**src/zmpc_pkg.sv**
```systemverilog
// Constants, codes and state type shared by the zone merge payload codec.
package zmpc_pkg;
    // Register byte offsets on the APB bus.
    localparam logic [7:0] ZMPC_OFF_CTRL = 8'h00;
    localparam logic [7:0] ZMPC_OFF_STAT = 8'h04;
    localparam logic [7:0] ZMPC_OFF_FLAGS = 8'h08;
    localparam logic [7:0] ZMPC_OFF_ASLEN = 8'h0C;
    localparam logic [7:0] ZMPC_OFF_DBLEN = 8'h10;
    localparam logic [7:0] ZMPC_OFF_CLR = 8'h14;
    // Control register field positions and value after reset.
    localparam int ZMPC_CTRL_ENH = 0;
    localparam int ZMPC_CTRL_EN = 1;
    localparam logic [1:0] ZMPC_CTRL_RST = 2'h0;
    // Payload codes.
    localparam logic [7:0] ZMPC_CMD_MERGE = 8'h22;
    localparam logic [7:0] ZMPC_VER_BASIC = 8'h00;
    localparam logic [7:0] ZMPC_VER_ENH = 8'h01;
    localparam logic [7:0] ZMPC_ACC_CODE = 8'h02;
    localparam logic [7:0] ZMPC_RJT_CODE = 8'h01;
    // Reason code for unable to complete; value is a plain default.
    localparam logic [7:0] ZMPC_RSN_UNABLE = 8'h0A;
    // Explanation codes carried in the reject reply.
    localparam logic [7:0] ZMPC_EXP_CMD = 8'h01;
    localparam logic [7:0] ZMPC_EXP_VER = 8'h02;
    localparam logic [7:0] ZMPC_EXP_LEN = 8'h03;
    localparam logic [7:0] ZMPC_EXP_OBJ = 8'h04;
    localparam logic [7:0] ZMPC_EXP_MBR = 8'h05;
    localparam logic [7:0] ZMPC_EXP_DUP = 8'h06;
    // Object and member type codes; set and alias codes are plain defaults.
    localparam logic [7:0] ZMPC_OBJ_ZSET = 8'h01;
    localparam logic [7:0] ZMPC_OBJ_ZONE = 8'h02;
    localparam logic [7:0] ZMPC_OBJ_ALIAS = 8'h03;
    localparam logic [7:0] ZMPC_OBJ_ZREF = 8'h04;
    localparam logic [7:0] ZMPC_MBR_MIN = 8'h01;
    localparam logic [7:0] ZMPC_MBR_PID = 8'h03;
    localparam logic [7:0] ZMPC_MBR_ALIAS = 8'h04;
    // Enhanced flag bit positions.
    localparam int ZMPC_FLG_RESTRICT = 2;
    localparam int ZMPC_FLG_DENYDEF = 3;
    localparam int ZMPC_FLG_DBSUP = 4;
    localparam int ZMPC_FLG_DBEN = 5;
    // Last byte index of each counted field and of the reply.
    localparam logic [1:0] ZMPC_N_BLEN = 2'd1;
    localparam logic [1:0] ZMPC_N_ERSV = 2'd1;
    localparam logic [1:0] ZMPC_N_WORD = 2'd3;
    localparam logic [2:0] ZMPC_N_REPLY = 3'd7;
    // Parser states.
    typedef enum logic [3:0] {
        ZMPC_IDLE, ZMPC_VER, ZMPC_BLEN, ZMPC_ERSV, ZMPC_EFLG, ZMPC_ELEN,
        ZMPC_ASB, ZMPC_DLEN, ZMPC_DBB, ZMPC_DRAIN, ZMPC_REPLY
    } zmpc_state_t;
endpackage

```
**src/zmpc_codec.sv**
```systemverilog
// Zone merge request parser and accept or reject reply builder with APB registers.
`timescale 1ns/1ps
`default_nettype none
module zmpc_codec (
    // Clock and reset.
    input wire logic core_clk,
    input wire logic rstn,
    // APB slave.
    input wire logic psel,
    input wire logic penable,
    input wire logic pwrite,
    input wire logic [7:0] paddr,
    input wire logic [31:0] pwdata,
    output logic [31:0] prdata,
    output logic pready,
    output logic pslverr,
    // Received request bytes.
    input wire logic rx_valid,
    input wire logic [7:0] rx_data,
    input wire logic rx_last,
    output logic rx_ready,
    // Object and member type reports from the object walker.
    input wire logic chk_valid,
    input wire logic chk_member,
    input wire logic [7:0] chk_parent,
    input wire logic [7:0] chk_code,
    input wire logic chk_dup,
    // Reply bytes.
    output logic tx_valid,
    output logic [7:0] tx_data,
    output logic tx_last,
    output logic tx_reject,
    input wire logic tx_ready,
    // Link isolation request.
    output logic isolate
);
    import zmpc_pkg::*;

    // Whole state of the block.
    typedef struct packed {
        zmpc_state_t st;
        logic [1:0] fcnt;
        logic [31:0] rem;
        logic enh;
        logic [31:0] flags;
        logic [31:0] as_len;
        logic [31:0] db_len;
        logic err;
        logic [7:0] expl;
        logic [2:0] tix;
        logic [7:0] txd;
        logic [1:0] ctrl;
        logic done;
        logic acc;
        logic iso;
        logic ack;
        logic [31:0] rdata;
    } zmpc_regs_t;

    zmpc_regs_t s_q;
    zmpc_regs_t s_d;

    // Returns one if an object or member type is legal in its place.
    function automatic logic zmpc_type_ok(input logic enh, input logic in_db, input logic mbr,
                                          input logic [7:0] par, input logic [7:0] code);
        logic ok;
        ok = 1'b0;
        if (!mbr) begin
            // Active sets carry only zones; an enhanced database takes all objects.
            ok = in_db ? (enh || code != ZMPC_OBJ_ZREF) : (code == ZMPC_OBJ_ZONE);
        end else if (par == ZMPC_OBJ_ZSET) begin
            ok = in_db && (code == (enh ? ZMPC_OBJ_ZREF : ZMPC_OBJ_ZONE));
        end else if (par == ZMPC_OBJ_ZONE) begin
            if (!in_db) begin
                ok = enh ? (code != ZMPC_MBR_ALIAS)
                         : (code >= ZMPC_MBR_MIN && code <= ZMPC_MBR_PID);
            end else begin
                ok = enh || (code >= ZMPC_MBR_MIN && code <= ZMPC_MBR_ALIAS);
            end
        end else if (par == ZMPC_OBJ_ALIAS) begin
            ok = in_db && (enh ? (code != ZMPC_MBR_ALIAS)
                               : (code >= ZMPC_MBR_MIN && code <= ZMPC_MBR_PID));
        end
        return ok;
    endfunction

    // Byte of the reply at a given index.
    function automatic logic [7:0] zmpc_reply(input logic rej, input logic [2:0] idx, input logic [7:0] ex);
        logic [7:0] b;
        b = 8'h00;
        if (idx == 3'd0) begin
            b = rej ? ZMPC_RJT_CODE : ZMPC_ACC_CODE;
        end else if (rej && idx == 3'd5) begin
            b = ZMPC_RSN_UNABLE;
        end else if (rej && idx == 3'd6) begin
            b = ex;
        end
        return b;
    endfunction

    logic rx_fire;
    logic tx_fire;
    logic [31:0] len_shift;
    logic apb_acc;
    logic [7:0] ex_new;
    logic ends;

    // Handshakes: bytes are taken only when enabled and no reply is pending.
    assign rx_ready = s_q.ctrl[ZMPC_CTRL_EN] && (s_q.st != ZMPC_REPLY);
    assign rx_fire = rx_valid && rx_ready;
    assign tx_valid = (s_q.st == ZMPC_REPLY);
    assign tx_fire = tx_valid && tx_ready;
    assign tx_data = s_q.txd;
    assign tx_last = tx_valid && (s_q.tix == ZMPC_N_REPLY);
    assign tx_reject = s_q.err;
    assign isolate = s_q.iso;
    assign len_shift = {s_q.rem[23:0], rx_data};
    assign apb_acc = psel && penable && s_q.ack;
    assign pready = s_q.ack;
    assign prdata = s_q.rdata;
    assign pslverr = s_q.ack && !(paddr <= ZMPC_OFF_CLR && paddr[1:0] == 2'b00);

    // Next-state logic for parser, reply and registers.
    always_comb begin
        s_d = s_q;
        ex_new = 8'h00;
        ends = 1'b0;
        // Parser: each accepted byte advances through the fields.
        if (rx_fire) begin
            unique case (s_q.st)
                ZMPC_IDLE: begin
                    s_d.err = 1'b0;
                    s_d.expl = 8'h00;
                    s_d.flags = 32'h0000_0000;
                    s_d.as_len = 32'h0000_0000;
                    s_d.db_len = 32'h0000_0000;
                    s_d.st = ZMPC_VER;
                    if (rx_data != ZMPC_CMD_MERGE) begin
                        ex_new = ZMPC_EXP_CMD;
                    end
                end
                ZMPC_VER: begin
                    s_d.enh = (rx_data == ZMPC_VER_ENH);
                    s_d.fcnt = 2'd0;
                    s_d.rem = 32'h0000_0000;
                    s_d.st = (rx_data == ZMPC_VER_ENH) ? ZMPC_ERSV : ZMPC_BLEN;
                    if (rx_data != ZMPC_VER_BASIC && rx_data != ZMPC_VER_ENH) begin
                        ex_new = ZMPC_EXP_VER;
                    end else if ((rx_data == ZMPC_VER_ENH) != s_q.ctrl[ZMPC_CTRL_ENH]) begin
                        ex_new = ZMPC_EXP_VER;
                    end
                end
                ZMPC_ERSV: begin
                    // Reserved bytes are skipped unread.
                    s_d.fcnt = s_q.fcnt + 2'd1;
                    if (s_q.fcnt == ZMPC_N_ERSV) begin
                        s_d.fcnt = 2'd0;
                        s_d.st = ZMPC_EFLG;
                    end
                end
                ZMPC_EFLG: begin
                    s_d.flags = {s_q.flags[23:0], rx_data};
                    s_d.fcnt = s_q.fcnt + 2'd1;
                    if (s_q.fcnt == ZMPC_N_WORD) begin
                        s_d.fcnt = 2'd0;
                        s_d.st = ZMPC_ELEN;
                    end
                end
                ZMPC_BLEN, ZMPC_ELEN: begin
                    // Basic length is two bytes of name plus list; enhanced is four of list only.
                    s_d.rem = len_shift;
                    s_d.fcnt = s_q.fcnt + 2'd1;
                    if (s_q.fcnt == ((s_q.st == ZMPC_BLEN) ? ZMPC_N_BLEN : ZMPC_N_WORD)) begin
                        s_d.as_len = len_shift;
                        s_d.fcnt = 2'd0;
                        s_d.st = (len_shift == 32'h0000_0000) ? ZMPC_DLEN : ZMPC_ASB;
                    end
                end
                ZMPC_ASB: begin
                    s_d.rem = s_q.rem - 32'd1;
                    if (s_q.rem == 32'd1) begin
                        s_d.rem = 32'h0000_0000;
                        s_d.st = ZMPC_DLEN;
                    end
                end
                ZMPC_DLEN: begin
                    s_d.rem = len_shift;
                    s_d.fcnt = s_q.fcnt + 2'd1;
                    if (s_q.fcnt == ZMPC_N_WORD) begin
                        s_d.db_len = len_shift;
                        s_d.fcnt = 2'd0;
                        s_d.st = ZMPC_DBB;
                        ends = (len_shift == 32'h0000_0000);
                    end
                end
                ZMPC_DBB: begin
                    s_d.rem = s_q.rem - 32'd1;
                    ends = (s_q.rem == 32'd1);
                    if (s_q.rem == 32'd0) begin
                        ex_new = ZMPC_EXP_LEN;
                    end
                end
                ZMPC_DRAIN: begin
                    s_d.st = ZMPC_DRAIN;
                end
                default: begin
                    s_d.st = s_q.st;
                end
            endcase
            // A frame that ends anywhere but on its last counted byte is malformed.
            if (rx_last && !ends && s_q.st != ZMPC_DRAIN && ex_new == 8'h00) begin
                ex_new = ZMPC_EXP_LEN;
            end
            if (ends && !rx_last && ex_new == 8'h00) begin
                ex_new = ZMPC_EXP_LEN;
            end
        end
        // Type reports from the walker are judged against the list in progress.
        if (chk_valid && (s_q.st == ZMPC_ASB || s_q.st == ZMPC_DBB) && ex_new == 8'h00) begin
            if (s_q.st == ZMPC_DBB && chk_dup) begin
                ex_new = ZMPC_EXP_DUP;
            end else if (!zmpc_type_ok(s_q.enh, s_q.st == ZMPC_DBB, chk_member, chk_parent, chk_code)) begin
                ex_new = chk_member ? ZMPC_EXP_MBR : ZMPC_EXP_OBJ;
            end
        end
        // The first error wins; later ones leave the explanation alone.
        if (ex_new != 8'h00 && !s_q.err) begin
            s_d.err = 1'b1;
            s_d.expl = ex_new;
            if (s_q.st != ZMPC_REPLY && !(rx_fire && rx_last)) begin
                s_d.st = ZMPC_DRAIN;
            end
        end
        // End of frame starts the reply.
        if (rx_fire && rx_last) begin
            s_d.st = ZMPC_REPLY;
            s_d.tix = 3'd0;
            s_d.txd = zmpc_reply(s_d.err, 3'd0, s_d.expl);
        end
        // Reply emission one byte per handshake.
        if (tx_fire) begin
            s_d.tix = s_q.tix + 3'd1;
            s_d.txd = zmpc_reply(s_q.err, s_q.tix + 3'd1, s_q.expl);
            if (s_q.tix == ZMPC_N_REPLY) begin
                s_d.st = ZMPC_IDLE;
                s_d.done = 1'b1;
                s_d.acc = !s_q.err;
            end
        end
        // APB: one wait state, then the access completes.
        s_d.ack = psel && penable && !s_q.ack;
        if (psel && penable && !s_q.ack && !pwrite) begin
            unique case (paddr)
                ZMPC_OFF_CTRL: s_d.rdata = {30'h0, s_q.ctrl};
                ZMPC_OFF_STAT: s_d.rdata = {8'h00, s_q.expl, 10'h000, s_q.enh, s_q.err, s_q.st != ZMPC_IDLE,
                                            s_q.iso, s_q.acc, s_q.done};
                ZMPC_OFF_FLAGS: s_d.rdata = {26'h0, s_q.flags[ZMPC_FLG_DBEN:ZMPC_FLG_RESTRICT], 2'b00};
                ZMPC_OFF_ASLEN: s_d.rdata = s_q.as_len;
                ZMPC_OFF_DBLEN: s_d.rdata = s_q.db_len;
                default: s_d.rdata = 32'h0000_0000;
            endcase
        end
        if (apb_acc && pwrite && paddr == ZMPC_OFF_CTRL) begin
            s_d.ctrl = pwdata[1:0];
        end
        // Software clears done and isolation; a new isolation in the same cycle wins.
        if (apb_acc && pwrite && paddr == ZMPC_OFF_CLR && pwdata[0]) begin
            s_d.done = 1'b0;
            s_d.iso = 1'b0;
        end
        // A reply that finishes under a clear still leaves done set and, for a reject, the link isolated.
        if (tx_fire && s_q.tix == ZMPC_N_REPLY) begin
            s_d.done = 1'b1;
            s_d.iso = s_q.err || s_d.iso;
        end
    end

    // State register.
    always_ff @(posedge core_clk or negedge rstn) begin
        if (!rstn) begin
            s_q <= '{st: ZMPC_IDLE, ctrl: ZMPC_CTRL_RST, default: '0};
        end else begin
            s_q <= s_d;
        end
    end

    // Checks on the protocol behaviour.
    a_cmd_reject: assert property (@(posedge core_clk) disable iff (!rstn)
        (rx_fire && s_q.st == ZMPC_IDLE && rx_data != ZMPC_CMD_MERGE) |=> s_q.err)
        else $error("bad command byte not flagged");
    a_ver_mismatch: assert property (@(posedge core_clk) disable iff (!rstn)
        (rx_fire && s_q.st == ZMPC_VER && !s_q.err && rx_data == ZMPC_VER_BASIC && s_q.ctrl[ZMPC_CTRL_ENH])
        |=> (s_q.err && s_q.expl == ZMPC_EXP_VER))
        else $error("version mismatch not flagged");
    a_acc_first: assert property (@(posedge core_clk) disable iff (!rstn)
        (tx_valid && s_q.tix == 3'd0 && !s_q.err) |-> tx_data == ZMPC_ACC_CODE)
        else $error("accept does not open with 02h");
    a_reply_len: assert property (@(posedge core_clk) disable iff (!rstn)
        (tx_fire && s_q.tix == 3'd0 && tx_ready) |-> !tx_last)
        else $error("reply too short");
    a_rjt_iso: assert property (@(posedge core_clk) disable iff (!rstn)
        (tx_fire && tx_last && tx_reject) |=> isolate)
        else $error("reject did not isolate");
    a_acc_noiso: assert property (@(posedge core_clk) disable iff (!rstn)
        (tx_fire && tx_last && !tx_reject && !isolate) |=> (!isolate && s_q.acc))
        else $error("accept isolated the link");
    a_rjt_expl: assert property (@(posedge core_clk) disable iff (!rstn)
        (tx_valid && s_q.tix == 3'd6 && tx_reject) |-> (tx_data == s_q.expl && tx_data != 8'h00))
        else $error("reject carries no explanation");
    a_basic_mbr: assert property (@(posedge core_clk) disable iff (!rstn)
        (chk_valid && s_q.st == ZMPC_ASB && !s_q.enh && !s_q.err && chk_member
         && chk_parent == ZMPC_OBJ_ZONE && chk_code == ZMPC_MBR_ALIAS) |=> s_q.err)
        else $error("alias member accepted in basic active set");
    a_enh_set: assert property (@(posedge core_clk) disable iff (!rstn)
        (chk_valid && s_q.st == ZMPC_DBB && s_q.enh && !s_q.err && chk_member && !chk_dup
         && chk_parent == ZMPC_OBJ_ZSET && chk_code == ZMPC_OBJ_ZREF) |=> !s_q.err)
        else $error("zone reference refused in enhanced set");
    a_db_zero: assert property (@(posedge core_clk) disable iff (!rstn)
        (rx_fire && rx_last && s_q.st == ZMPC_DLEN && s_q.fcnt == ZMPC_N_WORD && !s_q.err
         && len_shift == 32'h0000_0000) |=> !s_q.err)
        else $error("empty database refused");
endmodule // zmpc_codec
`default_nettype wire

```
**config.mk**
```make
export PLATFORM = sky130hd
export DESIGN_NAME = zmpc_codec
export DESIGN_NICKNAME = d
export VERILOG_FILES = /design/src/zmpc_pkg.sv /design/src/zmpc_codec.sv
export SDC_FILE = /design/constraint.sdc
export NUM_CORES = 1
export LEC_CHECK = 0
export ABC_CLOCK_PERIOD_IN_PS = 2400
export BUFFER_PORTS_ARGS = -buffer_cell sky130_fd_sc_hd__buf_2
export CAP_MARGIN = 10
export CELL_PAD_IN_SITES_DETAIL_PLACEMENT = 0
export CELL_PAD_IN_SITES_GLOBAL_PLACEMENT = 1
export CORE_MARGIN = 2
export CORE_UTILIZATION = 39
export DETAILED_ROUTE_END_ITERATION = 8
export GPL_TIMING_DRIVEN = 0
export PLACE_DENSITY_LB_ADDON = 0.1
export SYNTH_ARGS = -nofsm -noshare
export SYNTH_HDL_FRONTEND = slang
export SYNTH_SLANG_ARGS = --single-unit
```
**constraint.sdc**
```tcl
create_clock -name core_clk -period 2.4 [get_ports core_clk]
set_input_delay 0.72 -clock core_clk [delete_from_list [all_inputs] [get_ports core_clk]]
set_output_delay 0.72 -clock core_clk [all_outputs]
set_load 0.005 [all_outputs]
```
**After elaboration in Yosys (flattened, before gate mapping)**

Index checks and enable logic that the tools add are counted.

- Reductions and logical operators: 77
- Add/subtract/negate cells: 3
- Eq/ne operators: 36
- Multiplexer cells: 67
- Order comparisons: 4

Operators by type and width:

| kind | number |
|---|---|
| $pmux 32 s2 | 3 |
| $pmux 32 s5 | 1 |
| $mux 144 | 1 |
| $pmux 32 s4 | 1 |
| $mux 32 | 3 |
| $mux 8 | 12 |
| $logic_not 32->1 | 2 |
| $logic_and 1x1->1 | 33 |
| $eq 32x1->1 const B | 1 |
| $logic_not 8->1 | 4 |
| $pmux 4 s8 | 1 |
| $sub 32x1->32 const B | 1 |
| $eq 8x2->1 const B | 3 |
| $mux 4 | 6 |
| $mux 6 | 4 |
| $pmux 8 s3 | 1 |
| $mux 11 | 2 |
| $mux 1 | 20 |
| $mux 9 | 2 |
| $eq 4x3->1 const B | 4 |
| $eq 8x1->1 const B | 2 |
| $eq 8x4->1 const B | 2 |
| $eq 8x5->1 const B | 2 |
| $reduce_bool 8->1 | 2 |
| 38 further kinds | 74 |

- Input port bits: 75
- Output and inout bits: 47
- Register bits: 193
- Logic and storage cells: 204

**Longest topological paths before layout**

Gate-level depths: netlist (run 1).

- Word-level depth: 26
- Depth in mapped cells: 11

**Worst setup path after synthesis (run 1)**

No wires, ideal clock.

- Path type: input -> register
- Start point: in rx_data[5]
- End point: reg s_q[189] (netlist name)
- Arrival time: 2.881 ns
- Stages on the path: 8
- Library setup time: 0.120 ns
- Path buffers: 0
- Path slack: -0.601 ns
- Path through: or4_4 or4_4 nor4_4 nor4_2 o31ai_4 a21boi_4 nand2b_4 o211a_1

RTL lines:

| element | line | RTL |
|---|---|---|
| from (decl) | zmpc_codec.sv:19 | `input wire logic [7:0] rx_data,` |
| to (signal assigned) | zmpc_codec.sv:281 | `s_q <= '{st: ZMPC_IDLE, ctrl: ZMPC_CTRL_RST, default: '0};` |
| to (signal assigned) | zmpc_codec.sv:283 | `s_q <= s_d;` |
| to (decl) | zmpc_codec.sv:60 | `zmpc_regs_t s_q;` |

==> impl_metrics.env, run 1 <==
export IMPL_drtPass1Iterations=5
export IMPL_startpoint="rx_data[5]"
export IMPL_via_count=8089
export IMPL_critPathBufInv=2
export IMPL_outcome="finished with violations"
export IMPL_n_antenna_cell=0
export IMPL_ys_ff_latch=157
export IMPL_grt_max_degree=121
export IMPL_gp_congestion=0.867
export IMPL_top_usage_layer="met2"
export IMPL_rsz0062_at_grt="yes"
export IMPL_netlist_instances=1022
export IMPL_final_common_cell="nand2_1"
export IMPL_ys_flop_type="dfrtp_1"
export IMPL_grt_pass1_wl_um=43200
export IMPL_path_delay_family="simple AND/OR/NAND/NOR gates"
export IMPL_rr_worst_depth=8
export IMPL_cts_tree="yes"
export IMPL_skew_ns=0.0129
export IMPL_clk_pin_slew_ns=0.07
export IMPL_maxSlewHeadroom=0.494
export IMPL_start_util=0.397
export IMPL_n_fill_cell=2107
export IMPL_reg2reg_setup_slack_ns=-0.19
export IMPL_ant_nets=0
export IMPL_drt_iter0_drc=586
export IMPL_p_leak_nw=5.08
export IMPL_clock_path_buffers=2
export IMPL_ioPinCount=122
export IMPL_grt_overflow=0
export IMPL_end_kind="register"
export IMPL_met1_usage=0.343
export IMPL_grt_usage=0.233
export IMPL_cts_buffers=17
export IMPL_cp_depth=10
export IMPL_fin_ws_ns=-0.254
export IMPL_hold_violations=0
export IMPL_routedWlPerCell_um=18.8
export IMPL_maxCapViolations=0
export IMPL_clkSinkCount=157
export IMPL_cts_root_buf="clkbuf_16"
export IMPL_setup_tns_ns=-2.30
export IMPL_syn_to_final_growth_pct=29.5
export IMPL_ys_types=77
export IMPL_r2r_end="s_q[191]"
export IMPL_critPathSlowestCell="or4_4"
export IMPL_final_cell_mix="nand2_1, dfrtp_1, o21ai_0"
export IMPL_drcViolationCount=0
export IMPL_postCtsHoldBufs=0
export IMPL_placementRows=54
export IMPL_yosysWarningCount=0
export IMPL_cpPeakStageDelay_ns=0.53
export IMPL_layout_nets=1252
export IMPL_layout_drive_gt1_share=0.307
export IMPL_max_freq_mhz=377
export IMPL_crit_type="primary input to register"
export IMPL_grt_pass1_vias=7518
export IMPL_coreArea_um2=21800
export IMPL_syn_num_nets=1108
export IMPL_wl_um=27400
export IMPL_vias_per_cell=5.54
export IMPL_worst_path_max_fanout=6
export IMPL_htreeDepth=4
export IMPL_worstPathRequired_ns=2.72
export IMPL_final_core_util=0.514
export IMPL_hold_path_class="primary input to asynchronous set/reset pin"
export IMPL_use_met2=0.364
export IMPL_maxSlewViolCount=0
export IMPL_place_ws_ns=-0.902
export IMPL_synth_edf_count=0
export IMPL_antenna_found_initial=0
export IMPL_synthArstFlopShare=1.00
export IMPL_syn_area_um2=8640
export IMPL_die_y_um=153
export IMPL_gr_usage_met3=0.0353
export IMPL_crit_path_start_kind="primary input"
export IMPL_violations="setup timing"
export IMPL_port_buffer_count=91
export IMPL_ir_worst_vdd_v=0.000414
export IMPL_dp_hpwl_um=18800
export IMPL_clk_latency_ns=0.42
export IMPL_ys_seq_area_frac=0.455
export IMPL_fin_crit_sh=1.11
export IMPL_finalSetupViolations=27
export IMPL_die_area_um2=23300
export IMPL_worstMarginPinSlew_ns=0.753
export IMPL_layout_min_cycle_time_ns=2.65
export IMPL_r2r_start="s_q[182]"
export IMPL_synth_area_per_cell_um2=8.45
export IMPL_path_cells="buf_8, or4_4, or4_4, nor4_4, buf_4, nor4_4, o31ai_4, a21boi_4, nand2b_4, o211a_1"
export IMPL_powerDensity_nw_per_um2=560
export IMPL_die_w_um=153
export IMPL_arrival_ns=2.97
## worst max path at each step
stage | endpoint | slack [ns]
2_1_floorplan | s_q[189] | -0.43
3_3_place_gp | s_q[116] | -2.00
3_5_place_dp | len_shift[14] | -0.90
4_1_cts | s_q[189] | -0.23
5_1_grt | s_q[189] | -0.30
6_report | s_q[189] | -0.25
## Yosys cell counts (11+ instances only)
master | number | area, µm²
a21oi_1 | 29 | 145
nor4_1 | 19 | 119
nor3_1 | 26 | 130
clkbuf_1 | 61 | 229
nor2_1 | 40 | 150
o21ai_0 | 137 | 686
dfrtp_1 | 157 | 3930
a22oi_1 | 37 | 278
buf_4 | 40 | 300
ha_1 | 11 | 138
nand3_1 | 55 | 275
inv_1 | 17 | 63.8
nand2_1 | 236 | 886
## sequential cells by signal, indices dropped and copies added (netlist names)
name       count
tx_data        5
isolate        1
len_shift     24
s_q           93
tx_reject      1
pready         1
prdata        32
## final cells by class
cell class | instances | area (µm²) | share of cell area
multi-input combinational | 736 | 4620 | 0.413
buffer | 100 | 662 | 0.0592
timing repair buffer | 136 | 946 | 0.0846
inverter | 18 | 72.6 | 0.00649
sequential | 157 | 3950 | 0.353
clock inverter | 14 | 159 | 0.0142
clock buffer | 18 | 429 | 0.0384
tap | 280 | 350 | 0.0313
## per-stage QoR
step                      instances  power (mW)  hold WS, ns  cell area (µm²)
after floorplan                1022        3.06        0.424             8710
after global routing           1459        6.50        0.184            11200
after detailed placement       1394        3.33        0.456             9560
after CTS                      1453        6.29        0.177            11000
after global placement         1393        3.33        0.449             9520
final                          1459        6.27        0.180            11200
## what timing repair did
item                                    4_1_cts  5_1_grt
pin swaps                                    48       16
resized for setup                           176       61
gates cloned                                  4        0
endpoints found under the setup margin      151      118
setup buffers                                30       11
## per-layer routing
metal,wire [µm],up-vias
met5,0,-
met4,347,0
met3,1250,24
met2,12700,245
met1,13200,3948
li1,-,3872
## cell families (layout without fill, tap and decap cells)
family / Yosys count / after routing / share of synthesized area
flops: 157 / 157 / 0.455
fa+ha+maj: 11 / 11 / 0.0159
simple gates: 437 / 437 / 0.236
xor+xnor: 12 / 12 / 0.0122
mux: 9 / 9 / 0.0110
buf+inv: 129 / 286 / 0.0758
compound gates: 267 / 267 / 0.195
## report_power, final
part           leakage [nW]  internal (mW)  switching [mW]  total [mW]
Clock                 0.276           1.56            1.17        2.73
Sequential             2.12           2.69          0.0711        2.76
Combinational          2.68          0.337           0.446       0.783
Total                  5.08           4.58            1.69        6.27
Note: power is estimated with default switching activity, not from simulation.
==> run 2, diff against run 1 <==
--- a/config.mk
+++ b/config.mk
@@ -15,6 +15,7 @@
 export DETAILED_ROUTE_END_ITERATION = 8
 export GPL_TIMING_DRIVEN = 0
 export PLACE_DENSITY_LB_ADDON = 0.1
+export RECOVER_POWER = 50
 export SYNTH_ARGS = -nofsm -noshare
 export SYNTH_HDL_FRONTEND = slang
 export SYNTH_SLANG_ARGS = --single-unit
==> run 2 against run 1 <==
Net effect:
- the flow still finishes with violations (setup timing)
- worst setup slack worse by 0.0013 ns
- sequential power about the same
- clock power hardly changed
- clock skew about the same
- non-clock buffer count is the same
- critical path depth unchanged
- combinational power down 0.8%
- worst hold slack better by 0.29 ns
- maximum frequency barely moved
- sequential cell count is the same
- critical path type unchanged
- largest cell class unchanged
- highest routed layer unchanged
==> impl_metrics.env, run 2 (synthesized netlist as in run 1, its figures left out) <==
export IMPL_whs_endpoint="s_q[81]"
export IMPL_crit_path_start_kind="primary input"
export IMPL_worstPathRequired_ns=2.72
export IMPL_finalSetupViolations=27
export IMPL_clkSinkCount=157
export IMPL_grt_pass1_vias=7518
export IMPL_power_total_mw=6.26
export IMPL_seq_power_share=0.440
export IMPL_dp_hpwl_um=18800
export IMPL_layout_min_cycle_time_ns=2.66
export IMPL_holdCritStartpoint="s_q[81]"
export IMPL_end_kind="register"
export IMPL_largest_reg_flops=93
export IMPL_grt_pass1_wl_um=43200
export IMPL_fin_ws_ns=-0.256
export IMPL_ant_nets=0
export IMPL_r2r_start="s_q[182]"
export IMPL_maxCapViolations=0
export IMPL_final_core_util=0.513
export IMPL_skew_ns=0.0132
export IMPL_ir_worst_vdd_v=0.000415
export IMPL_coreArea_um2=21800
export IMPL_max_freq_mhz=377
export IMPL_path_cells="buf_8, or4_4, or4_4, nor4_4, buf_4, nor4_4, o31ai_4, a21boi_4, nand2b_4, o211a_1"
export IMPL_setup_tns_ns=-2.30
export IMPL_r2r_end="s_q[191]"
export IMPL_cpPeakStageDelay_ns=0.53
export IMPL_grt_max_degree=121
export IMPL_comb_power_share=0.124
export IMPL_final_cell_mix="nand2_1, dfrtp_1, o21ai_0"
export IMPL_p_leak_nw=5.07
export IMPL_min_path_cells=2
export IMPL_powerDensity_nw_per_um2=561
export IMPL_gr_usage_met3=0.0353
export IMPL_gp_congestion=0.867
export IMPL_met1_usage=0.343
export IMPL_intPower_mw=4.58
export IMPL_dp_cells=1394
export IMPL_maxSlewHeadroom=0.279
export IMPL_maxSlewViolCount=0
export IMPL_startpoint="rx_data[5]"
export IMPL_final_common_cell="nand2_1"
export IMPL_via_count=8092
export IMPL_start_util=0.397
export IMPL_top_usage_layer="met2"
export IMPL_hold_path_class="register to register"
export IMPL_layout_nets=1252
export IMPL_worstMarginPinSlew_ns=1.08
export IMPL_layout_drive_gt1_share=0.306
export IMPL_arrival_ns=2.97
export IMPL_placementRows=54
export IMPL_top_register="s_q"
export IMPL_critPathSlowestCell="or4_4"
export IMPL_cts_buffers=17
export IMPL_path_delay_family="simple AND/OR/NAND/NOR gates"
export IMPL_drcViolationCount=0
export IMPL_rr_worst_depth=8
export IMPL_die_y_um=153
export IMPL_design_area_um2=11200
export IMPL_syn_to_final_growth_pct=29.2
export IMPL_htreeDepth=4
export IMPL_fin_crit_sh=1.11
export IMPL_dpl_instance_area_um2=9560
export IMPL_n_antenna_cell=0
export IMPL_netSwitchingFraction=0.269
export IMPL_clock_path_buffers=2
export IMPL_pwr_share_clk=0.436
export IMPL_die_w_um=153
export IMPL_routedWlPerCell_um=18.8
export IMPL_reg2reg_setup_slack_ns=-0.18
export IMPL_clk_pin_slew_ns=0.07
export IMPL_die_area_um2=23300
export IMPL_crit_type="primary input to register"
export IMPL_outcome="finished with violations"
export IMPL_p_sw_mw=1.69
export IMPL_clk_latency_ns=0.42
export IMPL_cts_root_buf="clkbuf_16"
export IMPL_final_cells=1459
export IMPL_violations="setup timing"
export IMPL_wl_um=27400
export IMPL_antenna_found_initial=0
export IMPL_hold_violations=0
export IMPL_drt_iter0_drc=586
export IMPL_vias_per_cell=5.55
export IMPL_grt_usage=0.233
export IMPL_worst_path_max_fanout=6
export IMPL_grt_overflow=0
export IMPL_use_met2=0.364
export IMPL_ioPinCount=122
export IMPL_rsz0062_at_grt="yes"
export IMPL_critPathBufInv=2
export IMPL_drtPass1Iterations=5
export IMPL_port_buffer_count=91
export IMPL_cts_tree="yes"
-- run 2: worst max-delay path by stage --
stage                         end  cells after the start  slack [ns]
floorplan                s_q[189]                      8       -0.43
global placement         s_q[116]                      1       -2.00
detailed placement  len_shift[14]                     10       -0.90
CTS                      s_q[189]                      9       -0.23
global route             s_q[189]                     10       -0.30
finish                   s_q[189]                     10       -0.26
-- run 2: cell type report --
class	instances	area, µm²
Timing Repair Buffer	136	921
Sequential cell	157	3950
Tap cell	280	350
Buffer	100	662
Fill cell	2109	10600
Multi-Input combinational cell	736	4620
Clock inverter	14	159
Inverter	18	72.6
Clock buffer	18	429
-- run 2: power by group through the flow --
stage	Sequential, mW	Combinational (mW)	Clock (mW)
after floorplan	2.77	0.293	0
after global placement	2.81	0.519	0
after detailed placement	2.81	0.528	0
after CTS	2.76	0.742	2.79
after global routing	2.76	0.830	2.90
final	2.76	0.777	2.73
-- run 2: metal layers --
layer / share of wire / up-vias
met3: 0.044 / 32
met4: 0.013 / 0
li1: - / 3873
met2: 0.46 / 247
met1: 0.48 / 3940
met5: 0 / -
-- run 2: worst min-delay path: cells and delay by family, from the launching register on --
kind | cells | cell delay (ns)
and+or+nand+nor | 2 | 0.10
DFF | 1 | 0.34
-- run 2: per-stage QoR --
stage / setup slack [ns] / hold slack [ns]
finish: -0.256 / 0.467
floorplan: -0.428 / 0.424
global route: -0.300 / 0.484
CTS: -0.232 / 0.177
global placement: -2.00 / 0.449
detailed placement: -0.902 / 0.456
-- run 2: timing repair --
action	4_1_cts	5_1_grt
cloned	4	0
resized for setup	176	61
hold buffers	0	0
setup buffers	30	11
pin swaps	48	16
endpoints found under the setup margin	151	118
